## config.mk

```make
export PLATFORM = sky130hd
export DESIGN_NAME = led_backlight_start_fault_ctrl
export DESIGN_NICKNAME = d
export VERILOG_FILES = /design/src/design/led_bl_pkg.sv /design/src/design/led_backlight_start_fault_ctrl.sv
export SDC_FILE = /design/constraint.sdc
export NUM_CORES = 1
export LEC_CHECK = 0
export BUFFER_PORTS_ARGS = -buffer_cell sky130_fd_sc_hd__buf_2
export CORE_AREA = 4 4 105 107
export CTS_CLUSTER_SIZE = 20
export DETAILED_ROUTE_END_ITERATION = 8
export DIE_AREA = 0 0 109 111
export PLACE_DENSITY_LB_ADDON = 0.15
export SLEW_MARGIN = 20
export SYNTH_ARGS = -nofsm -noshare
export SYNTH_HDL_FRONTEND = slang
export SYNTH_SLANG_ARGS = --single-unit
```

## constraint.sdc

```tcl
create_clock -name i_clk -period 2.3 [get_ports i_clk]
set_clock_uncertainty 0.2 [all_clocks]
set_input_delay 0.115 -clock i_clk [delete_from_list [all_inputs] [get_ports i_clk]]
set_output_delay 0.115 -clock i_clk [all_outputs]
set_load 0.005 [all_outputs]
```

## src/design/led_bl_pkg.sv

```systemverilog
`default_nettype none

package led_bl_pkg;

    // ========================================================
    // Timing
    // ========================================================
    localparam int CLK_PERIOD_NS  = 10;
    localparam int SS_TIME_NS     = 10000;
    localparam int SS_CYCLES      =
        (SS_TIME_NS + CLK_PERIOD_NS - 1) / CLK_PERIOD_NS;
    localparam int DUTY_WINDOW_NS = 2560;
    localparam int DUTY_CYCLES    = DUTY_WINDOW_NS / CLK_PERIOD_NS;
    localparam int TMR_W          = 16;

    // ========================================================
    // Management bus, duty and channel constants
    // ========================================================
    localparam logic [6:0] BUS_ADDR_DEFAULT = 7'h2C;
    localparam logic [7:0] CMD_CLEAR_FAULT  = 8'h01;
    localparam logic [3:0] BITS_PER_BYTE    = 4'h8;
    localparam logic [7:0] DUTY_FULL        = 8'hFF;
    localparam logic [3:0] CH_ALL_OFF       = 4'h0;

    // ========================================================
    // Carriers
    // ========================================================
    typedef struct packed {
        logic [3:0] shorted;
        logic [3:0] open;
    } ch_sense_t;

    typedef struct packed {
        logic led_sink_ch4;
        logic led_sink_ch3;
        logic led_sink_ch2;
        logic led_sink_ch1;
    } led_sink_t;

    typedef struct packed {
        logic       fault;
        logic       running;
        logic [1:0] rsvd;
        logic [3:0] short_off;
    } status_byte_t;

    typedef enum logic [2:0] {
        ST_OFF    = 3'b000,
        ST_ASSESS = 3'b001,
        ST_INIT   = 3'b010,
        ST_WAIT   = 3'b011,
        ST_DUTY   = 3'b100,
        ST_SOFT   = 3'b101,
        ST_RUN    = 3'b110
    } main_st_t;

    typedef enum logic [2:0] {
        B_IDLE   = 3'b000,
        B_ADDR   = 3'b001,
        B_ACK_AD = 3'b010,
        B_WRITE  = 3'b011,
        B_ACK_WR = 3'b100,
        B_READ   = 3'b101,
        B_ACK_RD = 3'b110
    } bus_st_t;

endpackage

`default_nettype wire

```

## src/design/led_backlight_start_fault_ctrl.sv

```systemverilog
// Summary of operation
// - Start only while enable is high and supply is above lockout, first assessing every channel's status.
// - After assessment, reset the duty, short-off and fault flag logic to defaults; the assessed open status is kept.
// - A bus stop from the host triggers a dimming duty check followed by soft-start.
// - A shorted string seen in the run state turns off only its own channel driver; shorts during soft-start are not latched.
// - An open string turns off its driver, which comes back by itself when the open clears.
// - An output-to-ground or diode short sets a fault flag readable over the bus.
// - The host clears the fault flag with a bus command, unless a fault is present in that same cycle.
// - The fault pin goes high the cycle after a fault is present while powered, and stays high while the flag is set.
// - Four independent channel drivers each with its own enable.
`timescale 1ns/1ps
`default_nettype none

module led_backlight_start_fault_ctrl #(
    parameter logic [6:0] BUS_ADDR = led_bl_pkg::BUS_ADDR_DEFAULT
) (
    // Clock and reset
    input  wire logic                  i_clk,
    input  wire logic                  i_reset_n,
    // Power and control
    input  wire logic                  i_enable,
    input  wire logic                  i_supply_ok,
    input  wire logic                  i_dim_pwm,
    // Protection sense
    input  wire led_bl_pkg::ch_sense_t i_ch_sense,
    input  wire logic                  i_vout_short,
    input  wire logic                  i_diode_short,
    // Management bus pins
    input  wire logic                  i_mgmt_bus_clock_pin,
    input  wire logic                  i_mgmt_bus_data_pin,
    output logic                       o_mgmt_bus_data_pin,
    output logic                       o_mgmt_bus_data_pin_oe,
    // Channel drivers and status
    output led_bl_pkg::led_sink_t      o_led_sink,
    output logic                       o_fault,
    output logic                       o_soft_start,
    output logic                       o_running,
    output logic [7:0]                 o_dim_duty,
    output logic [3:0]                 o_assessed_open
);

    // ========================================================
    // Main sequence
    // ========================================================
    led_bl_pkg::main_st_t st_r;
    logic [led_bl_pkg::TMR_W-1:0] tmr_r;
    logic [8:0] high_cnt_r;
    logic [8:0] high_sum;
    logic       stop_pulse;
    logic       clear_pulse;
    logic       powered;
    logic       init_now;
    assign powered  = i_enable & i_supply_ok;
    assign init_now = (st_r == led_bl_pkg::ST_INIT);

    always_ff @(posedge i_clk or negedge i_reset_n) begin
        if (!i_reset_n) begin
            st_r  <= led_bl_pkg::ST_OFF;
            tmr_r <= '0;
        end else if (!powered) begin
            st_r  <= led_bl_pkg::ST_OFF;
            tmr_r <= '0;
        end else begin
            case (st_r)
                led_bl_pkg::ST_OFF:    st_r <= led_bl_pkg::ST_ASSESS;
                led_bl_pkg::ST_ASSESS: st_r <= led_bl_pkg::ST_INIT;
                led_bl_pkg::ST_INIT:   st_r <= led_bl_pkg::ST_WAIT;
                led_bl_pkg::ST_WAIT:
                    if (stop_pulse) st_r <= led_bl_pkg::ST_DUTY;
                led_bl_pkg::ST_DUTY: begin
                    if (tmr_r == led_bl_pkg::TMR_W'(
                            led_bl_pkg::DUTY_CYCLES - 1)) begin
                        tmr_r <= '0;
                        st_r  <= led_bl_pkg::ST_SOFT;
                    end else begin
                        tmr_r <= tmr_r + 1'b1;
                    end
                end
                led_bl_pkg::ST_SOFT: begin
                    if (tmr_r == led_bl_pkg::TMR_W'(
                            led_bl_pkg::SS_CYCLES - 1)) begin
                        st_r <= led_bl_pkg::ST_RUN;
                    end else begin
                        tmr_r <= tmr_r + 1'b1;
                    end
                end
                led_bl_pkg::ST_RUN:    st_r <= led_bl_pkg::ST_RUN;
                default:               st_r <= led_bl_pkg::ST_OFF;
            endcase
        end
    end

    // ========================================================
    // Dimming duty measurement
    // ========================================================
    // Duty is high-time over a fixed window, saturated to 8 bits
    assign high_sum = high_cnt_r + {8'h00, i_dim_pwm};
    always_ff @(posedge i_clk or negedge i_reset_n) begin
        if (!i_reset_n) begin
            high_cnt_r <= '0;
            o_dim_duty <= '0;
        end else if (init_now) begin
            high_cnt_r <= '0;
            o_dim_duty <= '0;
        end else if (st_r == led_bl_pkg::ST_DUTY) begin
            if (tmr_r == led_bl_pkg::TMR_W'(
                    led_bl_pkg::DUTY_CYCLES - 1)) begin
                o_dim_duty <= high_sum[8] ? led_bl_pkg::DUTY_FULL
                                          : high_sum[7:0];
            end
            high_cnt_r <= high_sum;
        end else begin
            high_cnt_r <= '0;
        end
    end

    // ========================================================
    // Channel assessment and protection
    // ========================================================
    logic [3:0] short_off_r;
    logic [3:0] sink_en;
    logic       drive_on;
    always_ff @(posedge i_clk or negedge i_reset_n) begin
        if (!i_reset_n) begin
            o_assessed_open <= '0;
        end else if (st_r == led_bl_pkg::ST_ASSESS) begin
            o_assessed_open <= i_ch_sense.open;
        end
    end

    // A short stays off until the next power-up, unlike an open
    always_ff @(posedge i_clk or negedge i_reset_n) begin
        if (!i_reset_n) begin
            short_off_r <= '0;
        end else if (init_now || !powered) begin
            short_off_r <= '0;
        end else if (st_r == led_bl_pkg::ST_RUN) begin
            short_off_r <= short_off_r | i_ch_sense.shorted;
        end
    end

    assign drive_on = (st_r == led_bl_pkg::ST_SOFT) ||
                      (st_r == led_bl_pkg::ST_RUN);
    // Open masks the driver only while it persists
    assign sink_en  = drive_on ? (~short_off_r & ~i_ch_sense.open)
                               : led_bl_pkg::CH_ALL_OFF;

    always_ff @(posedge i_clk or negedge i_reset_n) begin
        if (!i_reset_n) begin
            o_led_sink   <= '0;
            o_soft_start <= 1'h0;
            o_running    <= 1'h0;
        end else begin
            o_led_sink   <= led_bl_pkg::led_sink_t'(sink_en);
            o_soft_start <= (st_r == led_bl_pkg::ST_SOFT);
            o_running    <= (st_r == led_bl_pkg::ST_RUN);
        end
    end

    // ========================================================
    // Fault flag and pin
    // ========================================================
    logic fault_flag_r;
    logic fault_now;
    assign fault_now = powered & (i_vout_short | i_diode_short);
    // Set wins over a clear in the same cycle
    always_ff @(posedge i_clk or negedge i_reset_n) begin
        if (!i_reset_n) begin
            fault_flag_r <= 1'h0;
            o_fault      <= 1'h0;
        end else begin
            o_fault <= fault_now | fault_flag_r;
            if (fault_now) begin
                fault_flag_r <= 1'h1;
            end else if (clear_pulse || init_now) begin
                fault_flag_r <= 1'h0;
            end
        end
    end

    // ========================================================
    // Management bus slave
    // ========================================================
    led_bl_pkg::bus_st_t bst_r;
    led_bl_pkg::status_byte_t status;
    logic       scl_q;
    logic       sda_q;
    logic [7:0] shift_r;
    logic [7:0] tx_r;
    logic [3:0] cnt_r;
    logic       rw_r;
    logic       nack_r;
    logic       scl_rise;
    logic       scl_fall;
    logic       start_c;

    assign scl_rise   = i_mgmt_bus_clock_pin & ~scl_q;
    assign scl_fall   = ~i_mgmt_bus_clock_pin & scl_q;
    assign start_c    = i_mgmt_bus_clock_pin & scl_q & sda_q &
                        ~i_mgmt_bus_data_pin;
    assign stop_pulse = i_mgmt_bus_clock_pin & scl_q & ~sda_q &
                        i_mgmt_bus_data_pin;
    assign clear_pulse = scl_fall && (bst_r == led_bl_pkg::B_WRITE) &&
                         (cnt_r == led_bl_pkg::BITS_PER_BYTE) &&
                         (shift_r == led_bl_pkg::CMD_CLEAR_FAULT);
    assign status = led_bl_pkg::status_byte_t'({fault_flag_r,
        (st_r == led_bl_pkg::ST_RUN), 2'h0, short_off_r});
    assign o_mgmt_bus_data_pin = 1'h0;

    always_ff @(posedge i_clk or negedge i_reset_n) begin
        if (!i_reset_n) begin
            scl_q <= 1'h1;
            sda_q <= 1'h1;
        end else begin
            scl_q <= i_mgmt_bus_clock_pin;
            sda_q <= i_mgmt_bus_data_pin;
        end
    end

    // Data pin changes only after a clock fall, so no false start/stop
    always_ff @(posedge i_clk or negedge i_reset_n) begin
        if (!i_reset_n) begin
            bst_r   <= led_bl_pkg::B_IDLE;
            shift_r <= '0;
            tx_r    <= '0;
            cnt_r   <= '0;
            rw_r    <= 1'h0;
            nack_r  <= 1'h0;
            o_mgmt_bus_data_pin_oe <= 1'h0;
        end else if (stop_pulse || !powered) begin
            bst_r <= led_bl_pkg::B_IDLE;
            o_mgmt_bus_data_pin_oe <= 1'h0;
        end else if (start_c) begin
            bst_r <= led_bl_pkg::B_ADDR;
            cnt_r <= '0;
            o_mgmt_bus_data_pin_oe <= 1'h0;
        end else if (scl_rise) begin
            case (bst_r)
                led_bl_pkg::B_ADDR, led_bl_pkg::B_WRITE: begin
                    shift_r <= {shift_r[6:0], i_mgmt_bus_data_pin};
                    cnt_r   <= cnt_r + 1'b1;
                end
                led_bl_pkg::B_READ:   cnt_r  <= cnt_r + 1'b1;
                led_bl_pkg::B_ACK_RD: nack_r <= i_mgmt_bus_data_pin;
                default:              cnt_r  <= cnt_r;
            endcase
        end else if (scl_fall) begin
            case (bst_r)
                led_bl_pkg::B_ADDR: begin
                    if (cnt_r == led_bl_pkg::BITS_PER_BYTE) begin
                        if (shift_r[7:1] == BUS_ADDR) begin
                            rw_r  <= shift_r[0];
                            bst_r <= led_bl_pkg::B_ACK_AD;
                            o_mgmt_bus_data_pin_oe <= 1'h1;
                        end else begin
                            bst_r <= led_bl_pkg::B_IDLE;
                        end
                    end
                end
                led_bl_pkg::B_ACK_AD, led_bl_pkg::B_ACK_RD,
                led_bl_pkg::B_ACK_WR: begin
                    cnt_r <= '0;
                    if (bst_r == led_bl_pkg::B_ACK_RD && nack_r) begin
                        bst_r <= led_bl_pkg::B_IDLE;
                        o_mgmt_bus_data_pin_oe <= 1'h0;
                    end else if (rw_r) begin
                        bst_r <= led_bl_pkg::B_READ;
                        tx_r  <= {status[6:0], 1'h0};
                        o_mgmt_bus_data_pin_oe <= ~status[7];
                    end else begin
                        bst_r <= led_bl_pkg::B_WRITE;
                        o_mgmt_bus_data_pin_oe <= 1'h0;
                    end
                end
                led_bl_pkg::B_WRITE: begin
                    if (cnt_r == led_bl_pkg::BITS_PER_BYTE) begin
                        bst_r <= led_bl_pkg::B_ACK_WR;
                        o_mgmt_bus_data_pin_oe <= 1'h1;
                    end
                end
                led_bl_pkg::B_READ: begin
                    if (cnt_r == led_bl_pkg::BITS_PER_BYTE) begin
                        bst_r <= led_bl_pkg::B_ACK_RD;
                        o_mgmt_bus_data_pin_oe <= 1'h0;
                    end else begin
                        tx_r <= {tx_r[6:0], 1'h0};
                        o_mgmt_bus_data_pin_oe <= ~tx_r[7];
                    end
                end
                default: bst_r <= led_bl_pkg::B_IDLE;
            endcase
        end
    end

endmodule // led_backlight_start_fault_ctrl

`default_nettype wire

```

== Word-level counts from Yosys, hierarchy flattened ==
Index checks and enable logic that the tools add are counted.

* Word-level logic and storage cells: 164
* Input port bits: 17
* Output and inout bits: 21
* Register bits after elaboration: 80

* Equality and inequality tests: 31
* Reduce and logical (&&, ||, !) cells: 32
* Mux-type cells: 51
* Bitwise operators: 24
* Add/sub/neg operators: 3

{| class="wikitable"
|+ Operators by type and width
! operator !! count
|-
| 8-bit two-way mux || 7
|-
| 16-bit two-way mux || 3
|-
| 3-bit two-way mux || 13
|-
| 4-bit two-way mux || 8
|-
| 16-bit one-hot mux with 2 select lines || 1
|-
| 3-bit one-hot mux with 7 select lines || 1
|-
| 3-bit == test, second input constant || 6
|-
| 9-bit two-way mux || 2
|-
| 16-bit by 1-bit adder with 16-bit output, second input constant || 1
|-
| 16-bit by 10-bit == test with 1-bit output, second input constant || 1
|-
| 16-bit by 8-bit == test with 1-bit output, second input constant || 1
|-
| 8-bit one-hot mux with 2 select lines || 1
|-
| 3-bit by 2-bit == test with 1-bit output, second input constant || 4
|-
| 1-bit two-way mux || 12
|-
| 4-bit inequality test, second input constant || 3
|-
| 3-bit one-hot mux with 4 select lines || 1
|-
| 4-bit AND reduction || 3
|-
| 2-bit nonzero test || 5
|-
| 9-bit by 1-bit adder with 9-bit output || 1
|-
| 1-bit AND || 9
|-
| 3-bit inequality test, second input constant || 3
|-
| 1-bit NOT || 9
|-
| 3-bit nonzero test || 3
|-
| 8-bit by 1-bit == test with 1-bit output, second input constant || 1
|-
| 27 further kinds || 42
|}

== Longest topological paths before layout ==
* Depth after elaboration: 8
* Depth in mapped cells: 7
* Depth with buffers taken out: 7

== Worst setup path before layout ==
Ideal clock, no wire load.

* Path kind: reg-to-reg
* Start: register tmr_r[12] (netlist bit)
* End: register tmr_r[12] (netlist bit)
* Arrival: 1.888 ns
* Setup time: 0.130 ns
* Slack: 0.083 ns
* Buffers on the path: 1
* Required time: 1.970 ns
* Period minus slack after synthesis: 2.217 ns
* Stages on the path, launching flop included: 6
* Path through: dfrtp_1 > or4_1 > or4_4 > o21ai_2 > buf_4 > a21oi_1

* Longest elaborated chain between the ends: 4
* Elaborated cells between the ends (all ways): 9
* Classes of those cells: add/sub (1); eq/ne (3); mux (4); reduce/logical (1)

{| class="wikitable"
|+ RTL lines
! item !! RTL line !! RTL
|-
| start, declared || led_backlight_start_fault_ctrl.sv:46 || <nowiki>logic [led_bl_pkg::TMR_W-1:0] tmr_r;</nowiki>
|-
| start signal, assigned || led_backlight_start_fault_ctrl.sv:76 || <nowiki>tmr_r <= tmr_r + 1'b1;</nowiki>
|-
| start signal, assigned || led_backlight_start_fault_ctrl.sv:84 || <nowiki>tmr_r <= tmr_r + 1'b1;</nowiki>
|-
| 16-bit by 1-bit adder with 16-bit output or 16-bit by 8-bit == test with 1-bit output (tied branches) || led_backlight_start_fault_ctrl.sv:76, led_backlight_start_fault_ctrl.sv:84, led_backlight_start_fault_ctrl.sv:71 ||
|-
| 16-bit two-way mux, on equally long branches || led_backlight_start_fault_ctrl.sv:80, led_backlight_start_fault_ctrl.sv:71 ||
|-
| 16-bit one-hot mux with 2 select lines || led_backlight_start_fault_ctrl.sv:64 || <nowiki>case (st_r)</nowiki>
|-
| 16-bit two-way mux || led_backlight_start_fault_ctrl.sv:60 || <nowiki>end else if (!powered) begin</nowiki>
|}

Parallel ways exist; a longest one is shown, timed or not. The select of a mux whose other input is x is not followed.
A chain may end at the register's enable or synchronous reset.

== Worst setup path after layout ==
* Start: register tmr_r[1] (netlist bit)
* End: register o_dim_duty[3]

* Longest elaborated chain between the ends: 3

{| class="wikitable"
|+ RTL lines
! item !! RTL line !! RTL
|-
| 16-bit by 8-bit == test with 1-bit output || led_backlight_start_fault_ctrl.sv:106 || <nowiki>if (tmr_r == led_bl_pkg::TMR_W'(</nowiki>
|-
| 2-bit nonzero test (no source line) || -- ||
|-
| 2-bit AND reduction (no source line) || -- ||
|-
| end signal, assigned || led_backlight_start_fault_ctrl.sv:108 || <nowiki>o_dim_duty <= high_sum[8] ? led_bl_pkg::DUTY_FULL</nowiki>
|-
| end, declared || led_backlight_start_fault_ctrl.sv:38 || <nowiki>output logic [7:0] o_dim_duty,</nowiki>
|}

No other way between the ends.

==> qor.csv <==
stage,metric,value,unit
die,boundaryPins,38,
clocking,cts_buffers,9,
outcome,status,"complete, no violations",
layout,drive_above_1_share,27.2,%
route,postRouteAntennaNets,0,
route,post-route-drc-count,0,
route,avgViaCountPerCell,5.25,
timing,rsz0062_at_grt,true,
global_routing,grt_pass1_vias,3208,
layout,area_growth,23.7,%
timing,drv_slew,0,
logic_synthesis,synth_area_leaders,"dfrtp_1, mux2_2, a21oi_1",
placed_design,gp_congestion,0.872,
timing,setup_viol,0,
route,drtPass1Iterations,4,
pwr,seqPwrFrac,54.0,%
worst_hold_path,hold_class,input pin to asynchronous set/reset pin,
pwr,power_density,551,nW/um^2
worst_setup_path,cp-start-kind,flip-flop,
logic_synthesis,synth_cells,393,
layout,nets,506,
pwr,power_switching,0.644,mW
flow_run,cap_violations,0,
timing,slew_headroom,60.3,%
clocking,clk_path_buf_depth,2,
worst_setup_path,crit_type,flip-flop to flip-flop,
route,vias,3241,
clocking,h-tree-depth,3,
worst_setup_path,cp-end-kind,flip-flop,
pwr,clkPwrFrac,36.0,%
timing,worst_hold_slack,93.2,ps
layout,antenna_cells,0,
die,die-area,12100,um^2
global_routing,grt_pass1_wl,15200,um
logic_synthesis,ys.flop_type,dfrtp_1,
die,die_width,109,um
pwr,leakagePower,2.22,nW
logic_synthesis,syn-num-nets,419,
clocking,tritoncts,built,
worst_setup_path,critical_path.max_fanout,6,
pwr,finalPower,2.72,mW
placed_design,port-buffer-count,36,
placed_design,place_hpwl,6450,um
global_routing,grt_max_degree,43,
logic_synthesis,synth_top_area_share,48.3,%
logic_synthesis,synth_top_area_cell,dfrtp_1,
route,drt_iter0_markers,120,
timing,tightest_slew,589,ps
logic_synthesis,yosysUniqueCellTypes,59,
route,post_drt_wl_per_cell,14.7,um
global_routing,grt_use_total,15.7,%
worst_setup_path,cp.arrival,2320,ps
timing,layout_min_cycle_time,2250,ps
worst_setup_path,ff2ff_setup_slack,50,ps
logic_synthesis,syn_avg_cell_area,10.2,um^2
worst_setup_path,rr_worst_depth,7,
timing,hold_viol,0,
timing,period_share,97.8,%
clocking,cts-root-buf,clkbuf_8,
timing,max_freq,445,MHz
die,start_util,39.4,%
logic_synthesis,synth_async_sr_flop_share,100,%
logic_synthesis,seq_area_frac_synth,49.6,%
logic_synthesis,syn_area,3990,um^2
die,rows,37,
layout,final_cell_mix,"dfrtp_1, buf_2, buf_4",
logic_synthesis,ys_ff_latch,79,
logic_synthesis,synth_edf_count,0,
layout,final_common_cell,dfrtp_1,
layout,instances_no_fill,617,
logic_synthesis,yosysWarnings,0,
pwr,peakVddDrop,0.242,mV
pwr,p_sw_share,23.7,%
global_routing,antenna_found_initial,0,
clocking,path_clk_slew,80,ps
worst_setup_path,required,2370,ps
pwr,p_comb_share,10.0,%
clocking,clk_latency,350,ps
route,routed_wirelength,9090,um
die,fp.dieH,111,um
die,coreArea,10100,um^2
pwr,p_int,2.08,mW
global_routing,overflow,0,
clocking,clock_sinks,79,
placed_design,dp.cells,586,
[logic make-up after synthesis]
group / after synthesis / share of synthesized area, %
other: 1 / 0.0940
and+or+nand+nor: 151 / 20.5
xor gates and xnor gates: 13 / 2.85
adders and majority gates: 9 / 2.82
muxes: 25 / 6.99
DFF: 79 / 49.6
AOI/OAI and AO/OA: 89 / 13.8
buffers and inverters: 26 / 3.35
[synthesized netlist by cell type (5+ instances only)]
cell	number
nor3_1	11
or4_1	6
nand2_1	28
and2_1	8
nor4_1	5
nor2b_1	7
nand4_1	6
nand3_1	10
o21ai_0	17
a211oi_1	5
inv_1	13
o211ai_1	7
nor2_1	34
a21oi_1	32
clkbuf_1	5
mux2_2	23
or3_1	6
xor2_1	9
a31oi_1	9
dfrtp_1	77
ha_1	9
[flip-flops by register name (all words and copies together), names as in the netlist]
signal	count
tmr_r	16
high_cnt_r	9
o_dim_duty	8
shift_r	8
tx_r	7
cnt_r	4
o_assessed_open	4
o_led_sink	4
short_off_r	4
bst_r	3
st_r	3
fault_flag_r	1
nack_r	1
o_fault	1
o_mgmt_bus_data_pin_oe	1
o_running	1
o_soft_start	1
rw_r	1
scl_q	1
sda_q	1
[power groups by stage]
| stage | sequential, mW | clock, mW | combinational [mW] |
|---|---|---|---|
| finish | 1.47 | 0.979 | 0.272 |
| global route | 1.47 | 1.07 | 0.312 |
| CTS | 1.47 | 1.02 | 0.273 |
| detailed placement | 1.49 | 0 | 0.251 |
| global placement | 1.49 | 0 | 0.246 |
| floorplan | 1.49 | 0 | 0.124 |
[final timing paths]
| check | from | endpoint |
|---|---|---|
| max | tmr_r[1] | o_dim_duty[3] |
| min | i_reset_n | bst_r[1] |
| max reg2reg | tmr_r[1] | o_dim_duty[3] |
| min reg2reg | short_off_r[0] | o_led_sink[0] |
| max in group asynchronous | i_reset_n | sda_q |
| min in group i_clk | i_mgmt_bus_clock_pin | o_mgmt_bus_data_pin_oe |
[critical path, cell delays in order, from the launching register on]
cell,delay (ps)
dfrtp_1,440
ha_4,180
nand4_1,120
buf_4,170
or4_4,600
nor2_4,240
a21oi_1,60
a31oi_1,160
[timing repair]
| item | in CTS | in global routing |
|---|---|---|
| hold endpoints to repair | 62 | 0 |
| setup endpoints to repair | 4 | 38 |
| hold buffers | 16 | 0 |
| gates resized for setup | 1 | 8 |
| setup buffers | 0 | 2 |
| cloned | 1 | 0 |
| pin swaps | 0 | 3 |
[area by class of cell]
type	count	area, um^2
timing repair buffer	88	638
multi-input combinational	289	1930
clock inverter	2	35.0
sequential	79	1980
inverter	13	48.8
tap	136	170
fill	906	5200
clock buffer	10	138
[layer usage]
layer	track usage, %	vias to the layer above	part of all wire [%]
met5	0	-	0
met4	6.73	0	2.1
met3	2.56	14	4.7
met2	24.9	64	46
met1	21.0	1571	47
li1	-	1592	-
[stage by stage]
| step | setup TNS (ps) | cell area (um^2) | setup slack (ps) | util, % |
|---|---|---|---|---|
| 5_1_grt | -187 | 4940 | -43.9 | 48.7 |
| 3_3_place_gp | 0 | 4540 | 46.7 | 44.8 |
| 2_1_floorplan | 0 | 3990 | 82.7 | - |
| 3_5_place_dp | 0 | 4540 | 8.52 | 44.8 |
| 6_report | 0 | 4940 | 51.0 | 48.7 |
| 4_1_cts | 0 | 4880 | 9.14 | 48.2 |
(Power assumes the default switching activity.)
